===== src/verilog/apr_pkg.sv =====
package apr_pkg;
    localparam int NUM_PINS      = 20;
    localparam int NUM_SPORTS    = 8;
    localparam int NUM_MISCA     = 6;
    localparam int NUM_MISCB     = 2;
    localparam int NUM_CKG       = 4;
    localparam int NUM_SRC       = 4;
    localparam int PIN_SEL_W     = 7;
    localparam int MISC_SEL_W    = 5;
    localparam int EN_SEL_W      = 6;
    localparam int SPORT_EN_W    = 4 * NUM_SPORTS;

    // pin source codes
    localparam logic [6:0] PS_PB_LAST     = 7'h13;
    localparam logic [6:0] PS_SP_DATA     = 7'h14;
    localparam logic [6:0] PS_SP_DATA_END = 7'h1f;
    localparam logic [6:0] PS_SP_CLK      = 7'h20;
    localparam logic [6:0] PS_SP_CLK_END  = 7'h25;
    localparam logic [6:0] PS_SP_FS       = 7'h26;
    localparam logic [6:0] PS_SP_FS_END   = 7'h2b;
    localparam logic [6:0] PS_SP67_DATA   = 7'h2c;
    localparam logic [6:0] PS_SP67_DEND   = 7'h2f;
    localparam logic [6:0] PS_PP_STROBE   = 7'h30;
    localparam logic [6:0] PS_TX_BLKST    = 7'h31;
    localparam logic [6:0] PS_SP6_CLK     = 7'h34;
    localparam logic [6:0] PS_SP7_CLK     = 7'h35;
    localparam logic [6:0] PS_SP6_FS      = 7'h36;
    localparam logic [6:0] PS_SP7_FS      = 7'h37;
    localparam logic [6:0] PS_CKG_CLK_AB  = 7'h38;
    localparam logic [6:0] PS_CKG_FS_AB   = 7'h3a;
    localparam logic [6:0] PS_RSV_3C      = 7'h3c;
    localparam logic [6:0] PS_SRC         = 7'h3d;
    localparam logic [6:0] PS_SRC_END     = 7'h40;
    localparam logic [6:0] PS_RX_DATA     = 7'h41;
    localparam logic [6:0] PS_RX_FS       = 7'h42;
    localparam logic [6:0] PS_RX_CLK      = 7'h43;
    localparam logic [6:0] PS_RX_TDMCLK   = 7'h44;
    localparam logic [6:0] PS_TX_BIPHASE  = 7'h45;
    localparam logic [6:0] PS_TDV         = 7'h46;
    localparam logic [6:0] PS_TDV_END     = 7'h4d;
    localparam logic [6:0] PS_RX_PLL_REF  = 7'h4e;
    localparam logic [6:0] PS_RX_PLL_FB   = 7'h4f;
    localparam logic [6:0] PS_CKG_CLK_CD  = 7'h50;
    localparam logic [6:0] PS_CKG_FS_CD   = 7'h52;
    localparam logic [6:0] PS_LOW         = 7'h7e;
    localparam logic [6:0] PS_HIGH        = 7'h7f;

    // misc source codes
    localparam logic [4:0] MS_PB_LAST     = 5'h13;
    localparam logic [4:0] MS_SP_FS       = 5'h14;
    localparam logic [4:0] MS_SP_FS_END   = 5'h19;
    localparam logic [4:0] MS_TX_BLKST    = 5'h1a;
    localparam logic [4:0] MS_CKG_FSA     = 5'h1b;
    localparam logic [4:0] MS_CKG_CLKB    = 5'h1c;
    localparam logic [4:0] MS_CKG_FSB     = 5'h1d;
    localparam logic [4:0] MS_LOW         = 5'h1e;
    localparam logic [4:0] MS_HIGH        = 5'h1f;

    // drive-enable source codes
    localparam logic [5:0] ES_LOW         = 6'h00;
    localparam logic [5:0] ES_HIGH        = 6'h01;
    localparam logic [5:0] ES_MISCA       = 6'h02;
    localparam logic [5:0] ES_MISCA_END   = 6'h07;
    localparam logic [5:0] ES_SP_EN       = 6'h08;
    localparam logic [5:0] ES_SP_EN_END   = 6'h19;

    // first misc-a input used as a one-shot trigger (a2..a5 feed generators a..d)
    localparam int MISCA_TRIG_BASE = 2;

    localparam logic [6:0] PIN_SEL_RST  = 7'h7e;
    localparam logic [4:0] MISC_SEL_RST = 5'h1e;
    localparam logic [5:0] EN_SEL_RST   = 6'h00;
endpackage : apr_pkg


===== src/verilog/apr_misc_mux.sv =====
`timescale 1ns/1ns
module apr_misc_mux
    import apr_pkg::*;
(
    input  wire logic [MISC_SEL_W-1:0] sel,
    input  wire logic [NUM_PINS-1:0]   pin_buffer_output,
    input  wire logic [5:0]            serial_port_frame_sync_out,
    input  wire logic                  spdif_tx_block_start,
    input  wire logic                  precision_frame_sync_a_out,
    input  wire logic                  precision_clock_b_out,
    input  wire logic                  precision_frame_sync_b_out,
    output logic                       y
);
    always_comb begin
        y = 1'b0;
        if (sel <= MS_PB_LAST) begin
            y = pin_buffer_output[sel];
        end else if (sel <= MS_SP_FS_END) begin
            y = serial_port_frame_sync_out[3'(sel - MS_SP_FS)];
        end else begin
            case (sel)
                MS_TX_BLKST: y = spdif_tx_block_start;
                MS_CKG_FSA:  y = precision_frame_sync_a_out;
                MS_CKG_CLKB: y = precision_clock_b_out;
                MS_CKG_FSB:  y = precision_frame_sync_b_out;
                MS_HIGH:     y = 1'b1;
                default:     y = 1'b0;
            endcase
        end
    end
endmodule : apr_misc_mux


===== src/verilog/apr_enable_mux.sv =====
`timescale 1ns/1ns
module apr_enable_mux
    import apr_pkg::*;
(
    input  wire logic [EN_SEL_W-1:0]   sel,
    input  wire logic [NUM_MISCA-1:0]  misc_control_a_out,
    input  wire logic [SPORT_EN_W-1:0] serial_port_drive_en,
    output logic                       y
);
    // serial_port_drive_en packs {db,da,fs,clk} per port, port 0 lowest
    always_comb begin
        y = 1'b0;
        if (sel == ES_HIGH) begin
            y = 1'b1;
        end else if (sel >= ES_MISCA && sel <= ES_MISCA_END) begin
            y = misc_control_a_out[3'(sel - ES_MISCA)];
        end else if (sel >= ES_SP_EN && sel <= ES_SP_EN_END) begin
            y = serial_port_drive_en[5'(sel - ES_SP_EN)];
        end
    end
endmodule : apr_enable_mux


===== src/verilog/apr_router.sv =====
`timescale 1ns/1ns
// Notes on behaviour
// - 7-bit pin code; 0x0-0x13 pin buffers, then port 0-5 data, clocks, frame syncs.
// - 0x2c-0x2f ports 6/7 data, 0x30 strobe, 0x31 block start, 0x34-0x37 clk/fs.
// - 0x38-0x3b clock generator a/b clk and fs; 0x3c reserved; 0x3d-0x40 converters.
// - 0x41-0x44 s/pdif receiver data, fs, clock, tdm clock; 0x45 biphase out.
// - 0x46-0x4d transmit-valid of ports 0 to 7 in order.
// - 0x4e receiver pll reference point, 0x4f feedback point.
// - 0x50-0x53 clock generator c/d clk and fs; 0x54-0x7d reserved.
// - 0x7e constant low, 0x7f constant high.
// - misc set a feeds interrupt latch, drive-enable inputs and one-shot triggers.
// - misc set b feeds only the interrupt latch.
// - with one-shot on, misc a2..a5 trigger clock generators a..d.
// - 5-bit misc code; 0x0-0x13 pin buffers, 0x14-0x19 port 0-5 frame syncs.
// - misc 0x1a block start, 0x1b-0x1d generator signals, 0x1e low, 0x1f high.
// - one drive-enable per pin; undriven pin serves as input.
// - 6-bit enable code; 0 low, 1 high, 0x2-0x7 misc a0..a5.
// - enable 0x8-0x19 port enables, four per port: clk, fs, da, db.
// - every pin routable through the 7-bit pin source selector.
module apr_router
    import apr_pkg::*;
(
    input  wire logic                          sys_clk,
    input  wire logic                          resetn,
    input  wire logic [NUM_PINS*PIN_SEL_W-1:0] pin_source_select,
    input  wire logic [NUM_MISCA*MISC_SEL_W-1:0] misc_routing_set_a,
    input  wire logic [NUM_MISCB*MISC_SEL_W-1:0] misc_routing_set_b,
    input  wire logic [NUM_PINS*EN_SEL_W-1:0]  pin_drive_enable_select,
    input  wire logic [NUM_PINS-1:0]           pin_invert,
    input  wire logic [NUM_CKG-1:0]            one_shot_enable,
    input  wire logic [NUM_PINS-1:0]           pin_in,
    input  wire logic [NUM_SPORTS-1:0]         serial_port_data_a_out,
    input  wire logic [NUM_SPORTS-1:0]         serial_port_data_b_out,
    input  wire logic [NUM_SPORTS-1:0]         serial_port_clock_out,
    input  wire logic [NUM_SPORTS-1:0]         serial_port_frame_sync_out,
    input  wire logic [NUM_SPORTS-1:0]         serial_port_tx_valid_out,
    input  wire logic [SPORT_EN_W-1:0]         serial_port_drive_en,
    input  wire logic                          parallel_port_request_strobe,
    input  wire logic                          spdif_tx_block_start,
    input  wire logic                          spdif_tx_biphase_out,
    input  wire logic                          spdif_rx_data_out,
    input  wire logic                          spdif_rx_frame_sync_out,
    input  wire logic                          spdif_rx_clock_out,
    input  wire logic                          spdif_rx_tdm_clock_out,
    input  wire logic                          spdif_rx_pll_reference,
    input  wire logic                          spdif_rx_pll_feedback,
    input  wire logic [NUM_CKG-1:0]            precision_clock_out,
    input  wire logic [NUM_CKG-1:0]            precision_frame_sync_out,
    input  wire logic [NUM_SRC-1:0]            rate_converter_data_out,
    output logic      [NUM_PINS-1:0]           pin_out,
    output logic      [NUM_PINS-1:0]           pin_oe,
    output logic      [NUM_PINS-1:0]           pin_buffer_output,
    output logic      [NUM_MISCA-1:0]          misc_control_a_out,
    output logic      [NUM_MISCB-1:0]          misc_control_b_out,
    output logic      [NUM_CKG-1:0]            one_shot_trigger
);
    import apr_pkg::*;

    logic [NUM_PINS-1:0]  pin_meta_r;
    logic [NUM_PINS-1:0]  pin_sync_r;
    logic [NUM_PINS-1:0]  src_nxt;
    logic [NUM_PINS-1:0]  oe_nxt;
    logic [NUM_PINS-1:0]  pb_nxt;
    logic [NUM_PINS-1:0]  pin_out_r;
    logic [NUM_PINS-1:0]  pin_oe_r;
    logic [NUM_PINS-1:0]  pb_r;
    logic [NUM_MISCA-1:0] misca_nxt;
    logic [NUM_MISCB-1:0] miscb_nxt;
    logic [NUM_MISCA-1:0] misca_r;
    logic [NUM_MISCB-1:0] miscb_r;
    logic [NUM_CKG-1:0]   trig_nxt;
    logic [NUM_CKG-1:0]   trig_r;

    // pin levels arrive from outside; two stages before anything reads them
    always_ff @(posedge sys_clk or negedge resetn) begin
        if (!resetn) begin
            pin_meta_r <= '0;
            pin_sync_r <= '0;
        end else begin
            pin_meta_r <= pin_in;
            pin_sync_r <= pin_meta_r;
        end
    end

    // pin buffer output: the driven value while enabled, else the sampled pad.
    // inversion only applies to the pad path, never to our own loop-back.
    always_comb begin
        for (int i = 0; i < NUM_PINS; i++) begin
            if (pin_oe_r[i]) begin
                pb_nxt[i] = pin_out_r[i];
            end else begin
                pb_nxt[i] = pin_sync_r[i] ^ pin_invert[i];
            end
        end
    end

    genvar g;
    generate
        for (g = 0; g < NUM_PINS; g++) begin : g_pin
            logic [PIN_SEL_W-1:0] s;
            logic                 pick;
            assign s = pin_source_select[g*PIN_SEL_W +: PIN_SEL_W];
            // a local result per pin keeps each process the only writer of its variable
            assign src_nxt[g] = pick;

            always_comb begin
                pick = 1'b0;
                if (s <= PS_PB_LAST) begin
                    pick = pb_r[5'(s)];
                end else if (s <= PS_SP_DATA_END) begin
                    if (s[0]) begin
                        pick = serial_port_data_b_out[3'((s - PS_SP_DATA) >> 1)];
                    end else begin
                        pick = serial_port_data_a_out[3'((s - PS_SP_DATA) >> 1)];
                    end
                end else if (s <= PS_SP_CLK_END) begin
                    pick = serial_port_clock_out[3'(s - PS_SP_CLK)];
                end else if (s <= PS_SP_FS_END) begin
                    pick = serial_port_frame_sync_out[3'(s - PS_SP_FS)];
                end else if (s <= PS_SP67_DEND) begin
                    if (s[0]) begin
                        pick = serial_port_data_b_out[3'(6 + ((s - PS_SP67_DATA) >> 1))];
                    end else begin
                        pick = serial_port_data_a_out[3'(6 + ((s - PS_SP67_DATA) >> 1))];
                    end
                end else if (s >= PS_SRC && s <= PS_SRC_END) begin
                    pick = rate_converter_data_out[2'(s - PS_SRC)];
                end else if (s >= PS_TDV && s <= PS_TDV_END) begin
                    pick = serial_port_tx_valid_out[3'(s - PS_TDV)];
                end else begin
                    case (s)
                        PS_PP_STROBE:         pick = parallel_port_request_strobe;
                        PS_TX_BLKST:          pick = spdif_tx_block_start;
                        PS_SP6_CLK:           pick = serial_port_clock_out[6];
                        PS_SP7_CLK:           pick = serial_port_clock_out[7];
                        PS_SP6_FS:            pick = serial_port_frame_sync_out[6];
                        PS_SP7_FS:            pick = serial_port_frame_sync_out[7];
                        PS_CKG_CLK_AB:        pick = precision_clock_out[0];
                        PS_CKG_CLK_AB + 7'h1: pick = precision_clock_out[1];
                        PS_CKG_FS_AB:         pick = precision_frame_sync_out[0];
                        PS_CKG_FS_AB + 7'h1:  pick = precision_frame_sync_out[1];
                        PS_RSV_3C:            pick = 1'b0;
                        PS_RX_DATA:           pick = spdif_rx_data_out;
                        PS_RX_FS:             pick = spdif_rx_frame_sync_out;
                        PS_RX_CLK:            pick = spdif_rx_clock_out;
                        PS_RX_TDMCLK:         pick = spdif_rx_tdm_clock_out;
                        PS_TX_BIPHASE:        pick = spdif_tx_biphase_out;
                        PS_RX_PLL_REF:        pick = spdif_rx_pll_reference;
                        PS_RX_PLL_FB:         pick = spdif_rx_pll_feedback;
                        PS_CKG_CLK_CD:        pick = precision_clock_out[2];
                        PS_CKG_CLK_CD + 7'h1: pick = precision_clock_out[3];
                        PS_CKG_FS_CD:         pick = precision_frame_sync_out[2];
                        PS_CKG_FS_CD + 7'h1:  pick = precision_frame_sync_out[3];
                        PS_LOW:               pick = 1'b0;
                        PS_HIGH:              pick = 1'b1;
                        default:              pick = 1'b0;
                    endcase
                end
            end

            apr_enable_mux u_en (
                .sel                  (pin_drive_enable_select[g*EN_SEL_W +: EN_SEL_W]),
                .misc_control_a_out   (misca_r),
                .serial_port_drive_en (serial_port_drive_en),
                .y                    (oe_nxt[g])
            );
        end

        for (g = 0; g < NUM_MISCA; g++) begin : g_misca
            apr_misc_mux u_mux (
                .sel                        (misc_routing_set_a[g*MISC_SEL_W +: MISC_SEL_W]),
                .pin_buffer_output          (pb_r),
                .serial_port_frame_sync_out (serial_port_frame_sync_out[5:0]),
                .spdif_tx_block_start       (spdif_tx_block_start),
                .precision_frame_sync_a_out (precision_frame_sync_out[0]),
                .precision_clock_b_out      (precision_clock_out[1]),
                .precision_frame_sync_b_out (precision_frame_sync_out[1]),
                .y                          (misca_nxt[g])
            );
        end

        // set b goes only to the interrupt latch output, nowhere else
        for (g = 0; g < NUM_MISCB; g++) begin : g_miscb
            apr_misc_mux u_mux (
                .sel                        (misc_routing_set_b[g*MISC_SEL_W +: MISC_SEL_W]),
                .pin_buffer_output          (pb_r),
                .serial_port_frame_sync_out (serial_port_frame_sync_out[5:0]),
                .spdif_tx_block_start       (spdif_tx_block_start),
                .precision_frame_sync_a_out (precision_frame_sync_out[0]),
                .precision_clock_b_out      (precision_clock_out[1]),
                .precision_frame_sync_b_out (precision_frame_sync_out[1]),
                .y                          (miscb_nxt[g])
            );
        end
    endgenerate

    always_comb begin
        for (int k = 0; k < NUM_CKG; k++) begin
            trig_nxt[k] = one_shot_enable[k] & misca_nxt[MISCA_TRIG_BASE + k];
        end
    end

    // every output is registered: one cycle of latency from source to pin,
    // traded for glitch-free pins when a select changes
    always_ff @(posedge sys_clk or negedge resetn) begin
        if (!resetn) begin
            pin_out_r <= '0;
            pin_oe_r  <= '0;
            pb_r      <= '0;
            misca_r   <= '0;
            miscb_r   <= '0;
            trig_r    <= '0;
        end else begin
            pin_out_r <= src_nxt;
            pin_oe_r  <= oe_nxt;
            pb_r      <= pb_nxt;
            misca_r   <= misca_nxt;
            miscb_r   <= miscb_nxt;
            trig_r    <= trig_nxt;
        end
    end

    assign pin_out            = pin_out_r;
    assign pin_oe             = pin_oe_r;
    assign pin_buffer_output  = pb_r;
    assign misc_control_a_out = misca_r;
    assign misc_control_b_out = miscb_r;
    assign one_shot_trigger   = trig_r;
endmodule : apr_router


===== config.mk =====
export PLATFORM = sky130hd
export DESIGN_NAME = apr_router
export DESIGN_NICKNAME = d
export VERILOG_FILES = /design/src/verilog/apr_pkg.sv /design/src/verilog/apr_misc_mux.sv /design/src/verilog/apr_enable_mux.sv /design/src/verilog/apr_router.sv
export SDC_FILE = /design/constraint.sdc
export NUM_CORES = 2
export LEC_CHECK = 0
export ABC_AREA = 1
export BUFFER_PORTS_ARGS = -buffer_cell sky130_fd_sc_hd__clkbuf_2
export CAP_MARGIN = 0
export CORE_AREA = 2 2 426 386
export CTS_CLUSTER_SIZE = 20
export DETAILED_ROUTE_END_ITERATION = 7
export DIE_AREA = 0 0 428 388
export PLACE_DENSITY = 0.52
export SLEW_MARGIN = 20
export SYNTH_ARGS = -nofsm -noshare
export SYNTH_HDL_FRONTEND = slang
export SYNTH_SLANG_ARGS = --single-unit

===== constraint.sdc =====
create_clock -name sys_clk -period 1.6 [get_ports sys_clk]
set_input_delay 0.4 -clock sys_clk [delete_from_list [all_inputs] [get_ports sys_clk]]
set_output_delay 0.4 -clock sys_clk [all_outputs]
set_load 0.02 [all_outputs]

Yosys cells after proc, flatten, opt, wreduce, memory -nomap -nowiden
Cells that the tools add are included.
- input port bits: 439
- bits in registers: 112
- output and inout port bits: 72
- reduce and logical (&&, ||, !) cells: 80
- add/subtract/negate cells: 188
- $lt $le $gt $ge: 472
- mux-type cells: 776
- equal/unequal tests: 500
- bitwise gates (word level): 24
- operators with widths (operator ; count):
    7-bit == test (second input constant) ; 240
    7-bit by 6-bit == test with 1-bit output (second input constant) ; 200
    3-bit by 4-bit < comparator with 1-bit output (second input constant) ; 128
    1-bit 2-to-1 mux ; 512
    1-bit binary-select mux with 3-bit select ; 168
    1-bit one-hot mux with 22 select lines ; 20
    7-bit by 6-bit less-or-equal comparator with 1-bit output (second input constant) ; 60
    5-bit by 6-bit < comparator with 1-bit output (second input constant) ; 48
    7-bit by 5-bit less-or-equal comparator with 1-bit output (second input constant) ; 40
    7-bit less-or-equal comparator (second input constant) ; 40
    1-bit binary-select mux with 5-bit select ; 48
    5-bit == test (second input constant) ; 40
    3-bit subtractor (second input constant) ; 48
    7-bit by 6-bit >= comparator with 1-bit output (second input constant) ; 20
    7-bit >= comparator (second input constant) ; 20
    6-bit by 1-bit == test with 1-bit output (second input constant) ; 20
    6-bit by 2-bit >= comparator with 1-bit output (second input constant) ; 20
    6-bit by 4-bit >= comparator with 1-bit output (second input constant) ; 20
    6-bit by 3-bit less-or-equal comparator with 1-bit output (second input constant) ; 20
    6-bit by 5-bit less-or-equal comparator with 1-bit output (second input constant) ; 20
    5-bit by 4-bit subtractor with 5-bit output (second input constant) ; 20
    5-bit less-or-equal comparator (second input constant) ; 16
    1-bit logical AND ; 80
    4-bit by 3-bit subtractor with 4-bit output (second input constant) ; 20
    10 further kinds ; 172

Logic depth before layout (Yosys ltp)
- depth in word-level cells: 10
- mapped depth: 21

Modules after synthesis
Synthesis repeated with hierarchy kept, for this count alone.
- cell total of the unflattened synthesis: 8946
- area total of the unflattened synthesis: 44731.7 µm²
- modules (own cells, without submodules) (module ; cells each ; seq. area each (µm²) ; area each (µm²) ; instances):
    apr_router ; 5513 ; 2802.7 ; 29749.8 ; 1
    apr_enable_mux (g_pin[0].u_en ...) ; 138 ; 0.0 ; 591.8 ; 19
    apr_misc_mux ; 86 ; 0.0 ; 396.6 ; 8
    apr_enable_mux (g_pin[18].u_en) ; 123 ; 0.0 ; 564.3 ; 1

Worst setup path after synthesis
No wires, ideal clock.
- path type: input -> register
- start: input pin_source_select[49]
- end: register pin_out_r[7], in the netlist pin_out[7]
- path slack: -0.569 ns
- library setup time: 0.116 ns
- required time: 1.484 ns
- arrival time: 2.052 ns
- path buffers: 3
- cell stages on the path: 21
- cells stage by stage: buf_2 > inv_1 > buf_2 > buf_2 > ha_1 > nand2_1 > inv_1 > nand3_1 > o21ai_0 > nor3_1 > nand2_1 > inv_1 > nand2_1 > nand2_1 > nand2_1 > nand2_1 > nand2_1 > nand2_1 > nand2_1 > nand2_1 > nand2_1
- word-level cells in the longest chain between the ends: 10
- RTL lines (what ; line ; source):
    start, declared ; apr_router.sv:25 ; input wire logic [NUM_PINS*PIN_SEL_W-1:0] pin_source_select,
    4-bit subtractor / 3-bit subtractor (equally long branches) ; n/a ;
    3-bit adder / 1-bit binary-select mux with 3-bit select (equally long branches) ; apr_router.sv:122, apr_router.sv:124, apr_router.sv:129 ;
    1-bit binary-select mux with 3-bit select (tied with other cells) ; apr_router.sv:124 ; pick = serial_port_data_a_out[3'(6 + ((s - PS_SP67_DATA) >> 1))];
    1-bit 2-to-1 mux (on tied branches) ; apr_router.sv:124, apr_router.sv:122, apr_router.sv:128 ;
    1-bit 2-to-1 mux (on tied branches) ; apr_router.sv:121, apr_router.sv:126 ;
    1-bit 2-to-1 mux ; apr_router.sv:120 ; end else if (s <= PS_SP67_DEND) begin
    1-bit 2-to-1 mux ; apr_router.sv:118 ; end else if (s <= PS_SP_FS_END) begin
    1-bit 2-to-1 mux ; apr_router.sv:116 ; end else if (s <= PS_SP_CLK_END) begin
    1-bit 2-to-1 mux ; apr_router.sv:110 ; end else if (s <= PS_SP_DATA_END) begin
    1-bit 2-to-1 mux * ; apr_router.sv:108 ; if (s <= PS_PB_LAST) begin
    via g_pin[7].pick ; apr_router.sv:101 ; logic pick;
    end signal, assigned ; apr_router.sv:214 ; pin_out_r <= src_nxt;
    end, declared ; apr_router.sv:64 ; logic [NUM_PINS-1:0] pin_out_r;
The timed path passes the listed nets; every way through them passes the cells marked *. The select of a mux whose other input is x is not followed.

Worst setup path in the final report
- start: register pb_r[17], in the netlist pin_buffer_output[17]
- end: register pin_out_r[5], in the netlist pin_out[5]
- word-level cells in the longest chain between the ends: 3
- RTL lines (what ; line ; source):
    start, declared ; apr_router.sv:66 ; logic [NUM_PINS-1:0] pb_r;
    start signal, assigned ; apr_router.sv:216 ; pb_r <= pb_nxt;
    1-bit binary-select mux with 5-bit select ; apr_router.sv:109 ; pick = pb_r[5'(s)];
    1-bit 2-to-1 mux (implied by the code) ; apr_router.sv:109 ;
    1-bit 2-to-1 mux ; apr_router.sv:108 ;
    via g_pin[5].pick ; apr_router.sv:101 ;
The timed path passes the listed nets, and every way through them passes these cells. The select of a mux whose other input is x is not followed.

==> flow_summary.json <==
{
  "tightest_slew_ns": 0.557,
  "drc": 0,
  "setup_tns_ns": -4.25,
  "synth.most_common_cell": "nand2_1",
  "yosysTopAreaCell": "nand2_1",
  "hold_class": "in -> reg",
  "drive_above_1_share": 0.348,
  "synthFlopType": "dfrtp_1",
  "place_congestion": 1.06,
  "yosysTopAreaCellShare": 0.163,
  "cts_tree": "built",
  "yosys-top-cells-count": "nand2_1 (1,746), o21ai_0 (885), a21oi_1 (698)",
  "r2r_cells": 10,
  "synth_area_mm2": 0.0401,
  "row_count": 140,
  "cts.clk_slew.worst_paths_ns": 0.11,
  "min_to": "pin_meta_r[4]",
  "fin_crit_sh": 1.16,
  "clockRootBuffer": "clkbuf_16",
  "synth-edff-count": 0,
  "port_buffers": 510,
  "first_iter_violations": 8862,
  "grt_pass1_vias": 59500,
  "start_kind": "flop",
  "final_cells": 11600,
  "violations": "negative setup slack",
  "clk_latency_ns": 0.49,
  "ys_ff_latch": 112,
  "syn-num-nets": 8157,
  "ctsLongestPathBuffers": 2,
  "maxCapViolCount": 0,
  "die_x_um": 428,
  "clock-sinks": 112,
  "synth_warnings": 0,
  "htreeDepth": 3,
  "grt_overflow": 0,
  "crit_required_ns": 1.95,
  "peakVddDrop_uv": 760,
  "drv_slew": 0,
  "grt_use_total": 0.328,
  "async_flop_share": 1.00,
  "dp.cells": 11400,
  "hold_path_depth": 1,
  "antenna_found_initial": 40,
  "cts_buffers": 9,
  "die_h_um": 388,
  "path_max_fanout": 6,
  "worstReg2RegEnd": "pin_out[5]",
  "skew_ns": 0.0694,
  "p_leak_nw": 32.2,
  "dp_hpwl_um": 219000,
  "routed_wl_um": 292000,
  "finalSetupViolCount": 53,
  "grt_pass1_wl_um": 408000,
  "fmax_mhz": 537,
  "synth_cell_types": 53,
  "worst-r2r-setup-slack_ns": -0.26,
  "status": "complete, but fails checks",
  "rsz0062_at_grt": "yes",
  "vias_per_cell": 5.65,
  "setup_ws_ns": -0.261,
  "initial_core_util": 0.249,
  "routed-via-count": 65600,
  "core_mm2": 0.161,
  "final_nets": 10200,
  "pwr_density_cell_mw_per_mm2": 483,
  "area_delta_synth_final_pct": 67.3,
  "hold_violations": 0,
  "cp-startpoint": "pin_buffer_output[17]",
  "wl_per_cell_um": 25.1,
  "ys_seq_area_frac": 0.0699,
  "io_pins": 511,
  "cp.arrival_ns": 2.21,
  "antenna_left": 0,
  "firstDrtPassIters": 7,
  "dieArea_mm2": 0.166,
  "syn_avg_cell_area_um2": 5.41,
  "worstReg2RegStart": "pin_buffer_output[17]",
  "end_kind": "flop",
  "synthCells": 7419,
  "grt_max_degree": 38,
  "synth.area.top_cells": "nand2_1 (16%), o21ai_0 (11%), ha_1 (9.3%), a21oi_1 (8.7%), nand3_1 (7.1%)",
  "min_from": "pin_in[4]",
  "crit_type": "reg -> reg",
  "period_minus_slack_ns": 1.86,
  "relSlewSlack": 0.627
}
[stage by stage]
stage	area (um^2)	utilization	worst slack, ns	total power [mW]	hold WS (ns)
2_1_floorplan	41700	-	-0.298	12.5	0.104
3_3_place_gp	61000	0.378	-1.06	24.9	0.332
3_5_place_dp	61000	0.378	-1.00	25.0	0.335
4_1_cts	64000	0.396	-0.207	30.0	0.0461
5_1_grt	67100	0.416	-0.286	33.6	0.0514
6_report	67100	0.416	-0.261	32.4	0.0596
[timing repair]
action,in CTS,in global routing
endpoints found under the hold margin,29,0
setup endpoints to repair,74,79
hold buffers,4,0
setup buffers,84,85
cloned,4,11
resized for setup,553,776
pin swaps,123,346
[worst max-delay path: stages, from the launching register on]
cell,delay (ns)
dfrtp_1,0.39
inv_2,0.07
buf_12,0.16
buf_4,0.14
a21oi_1,0.11
o21ai_0,0.10
a21oi_1,0.22
a31oi_1,0.16
nand2_1,0.13
a31oi_4,0.05
a21oi_4,0.23
[flip-flops by register name, indices dropped and copies added (netlist names)]
| register | cells |
|---|---|
| pin_sync_r | 20 |
| pin_buffer_output | 20 |
| pin_out | 20 |
| misc_control_b_out | 2 |
| pin_meta_r | 20 |
| misc_control_a_out | 6 |
| one_shot_trigger | 4 |
| pin_oe | 20 |
[power by group]
group | internal (mW) | leakage (nW) | total, mW | switching, mW
clock network | 1.16 | 0.147 | 2.97 | 1.81
registers | 3.19 | 1.32 | 3.80 | 0.613
logic | 11.0 | 30.8 | 25.7 | 14.7
[worst max-delay path by stage]
| stage | endpoint | slack (ns) | cells past startpoint |
|---|---|---|---|
| floorplan | pin_out[7] | -0.30 | 21 |
| global placement | pin_out[5] | -1.06 | 16 |
| detailed placement | pin_out[5] | -1.00 | 16 |
| CTS | misc_control_a_out[4] | -0.21 | 3 |
| global route | pin_out[5] | -0.29 | 14 |
| finish | pin_out[5] | -0.26 | 10 |
[layout make-up]
cell class,instances,area (um^2)
Clock buffer,10,239
Clock inverter,6,68.8
Sequential cell,112,2830
Timing Repair Buffer,2534,22700
Inverter,740,3120
Tap cell,2130,2670
Antenna cell,28,70.1
Multi-Input combinational cell,6051,35400
Fill cell,17000,94200
[kinds of logic (layout without fill, tap and decap cells)]
| kind of cell | count (synthesis) | in the layout | synth area share |
|---|---|---|---|
| AND/OR/NAND/NOR | 3338 | 3338 | 0.352 |
| multiplexers | 12 | 12 | 0.00299 |
| flip-flops | 112 | 112 | 0.0699 |
| buffers and inverters | 1256 | 3290 | 0.126 |
| AO/OA/AOI/OAI | 2382 | 2382 | 0.351 |
| adder cells (fa/ha/maj) | 299 | 299 | 0.0933 |
| XOR/XNOR | 20 | 20 | 0.00437 |
| other | 0 | 28 | 0 |
[metal layers]
layer,wire (um),track usage,vias to the layer above
met2,124000,0.505,4284
met3,32400,0.0667,1030
met5,190,0,-
met4,22400,0.208,28
li1,-,-,30000
met1,113000,0.416,30300
[cells in the final DEF (no fill, tap or decap), types with 48 or more instances in the layout]
cell	count
nand3_1	548
inv_2	73
nand2_1	1645
o21ai_0	697
nand4_1	166
o22ai_1	68
o21a_1	48
nand2_2	91
nor2_1	665
ha_4	99
o211ai_1	104
dfrtp_1	87
inv_1	565
a21oi_1	593
nand3b_1	78
ha_1	142
a31oi_1	84
o21ai_1	175
ha_2	58
buf_12	276
clkbuf_2	403
o221ai_1	212
buf_6	115
a21oi_2	99
buf_8	54
buf_4	1627
(Power assumes the default switching activity.)
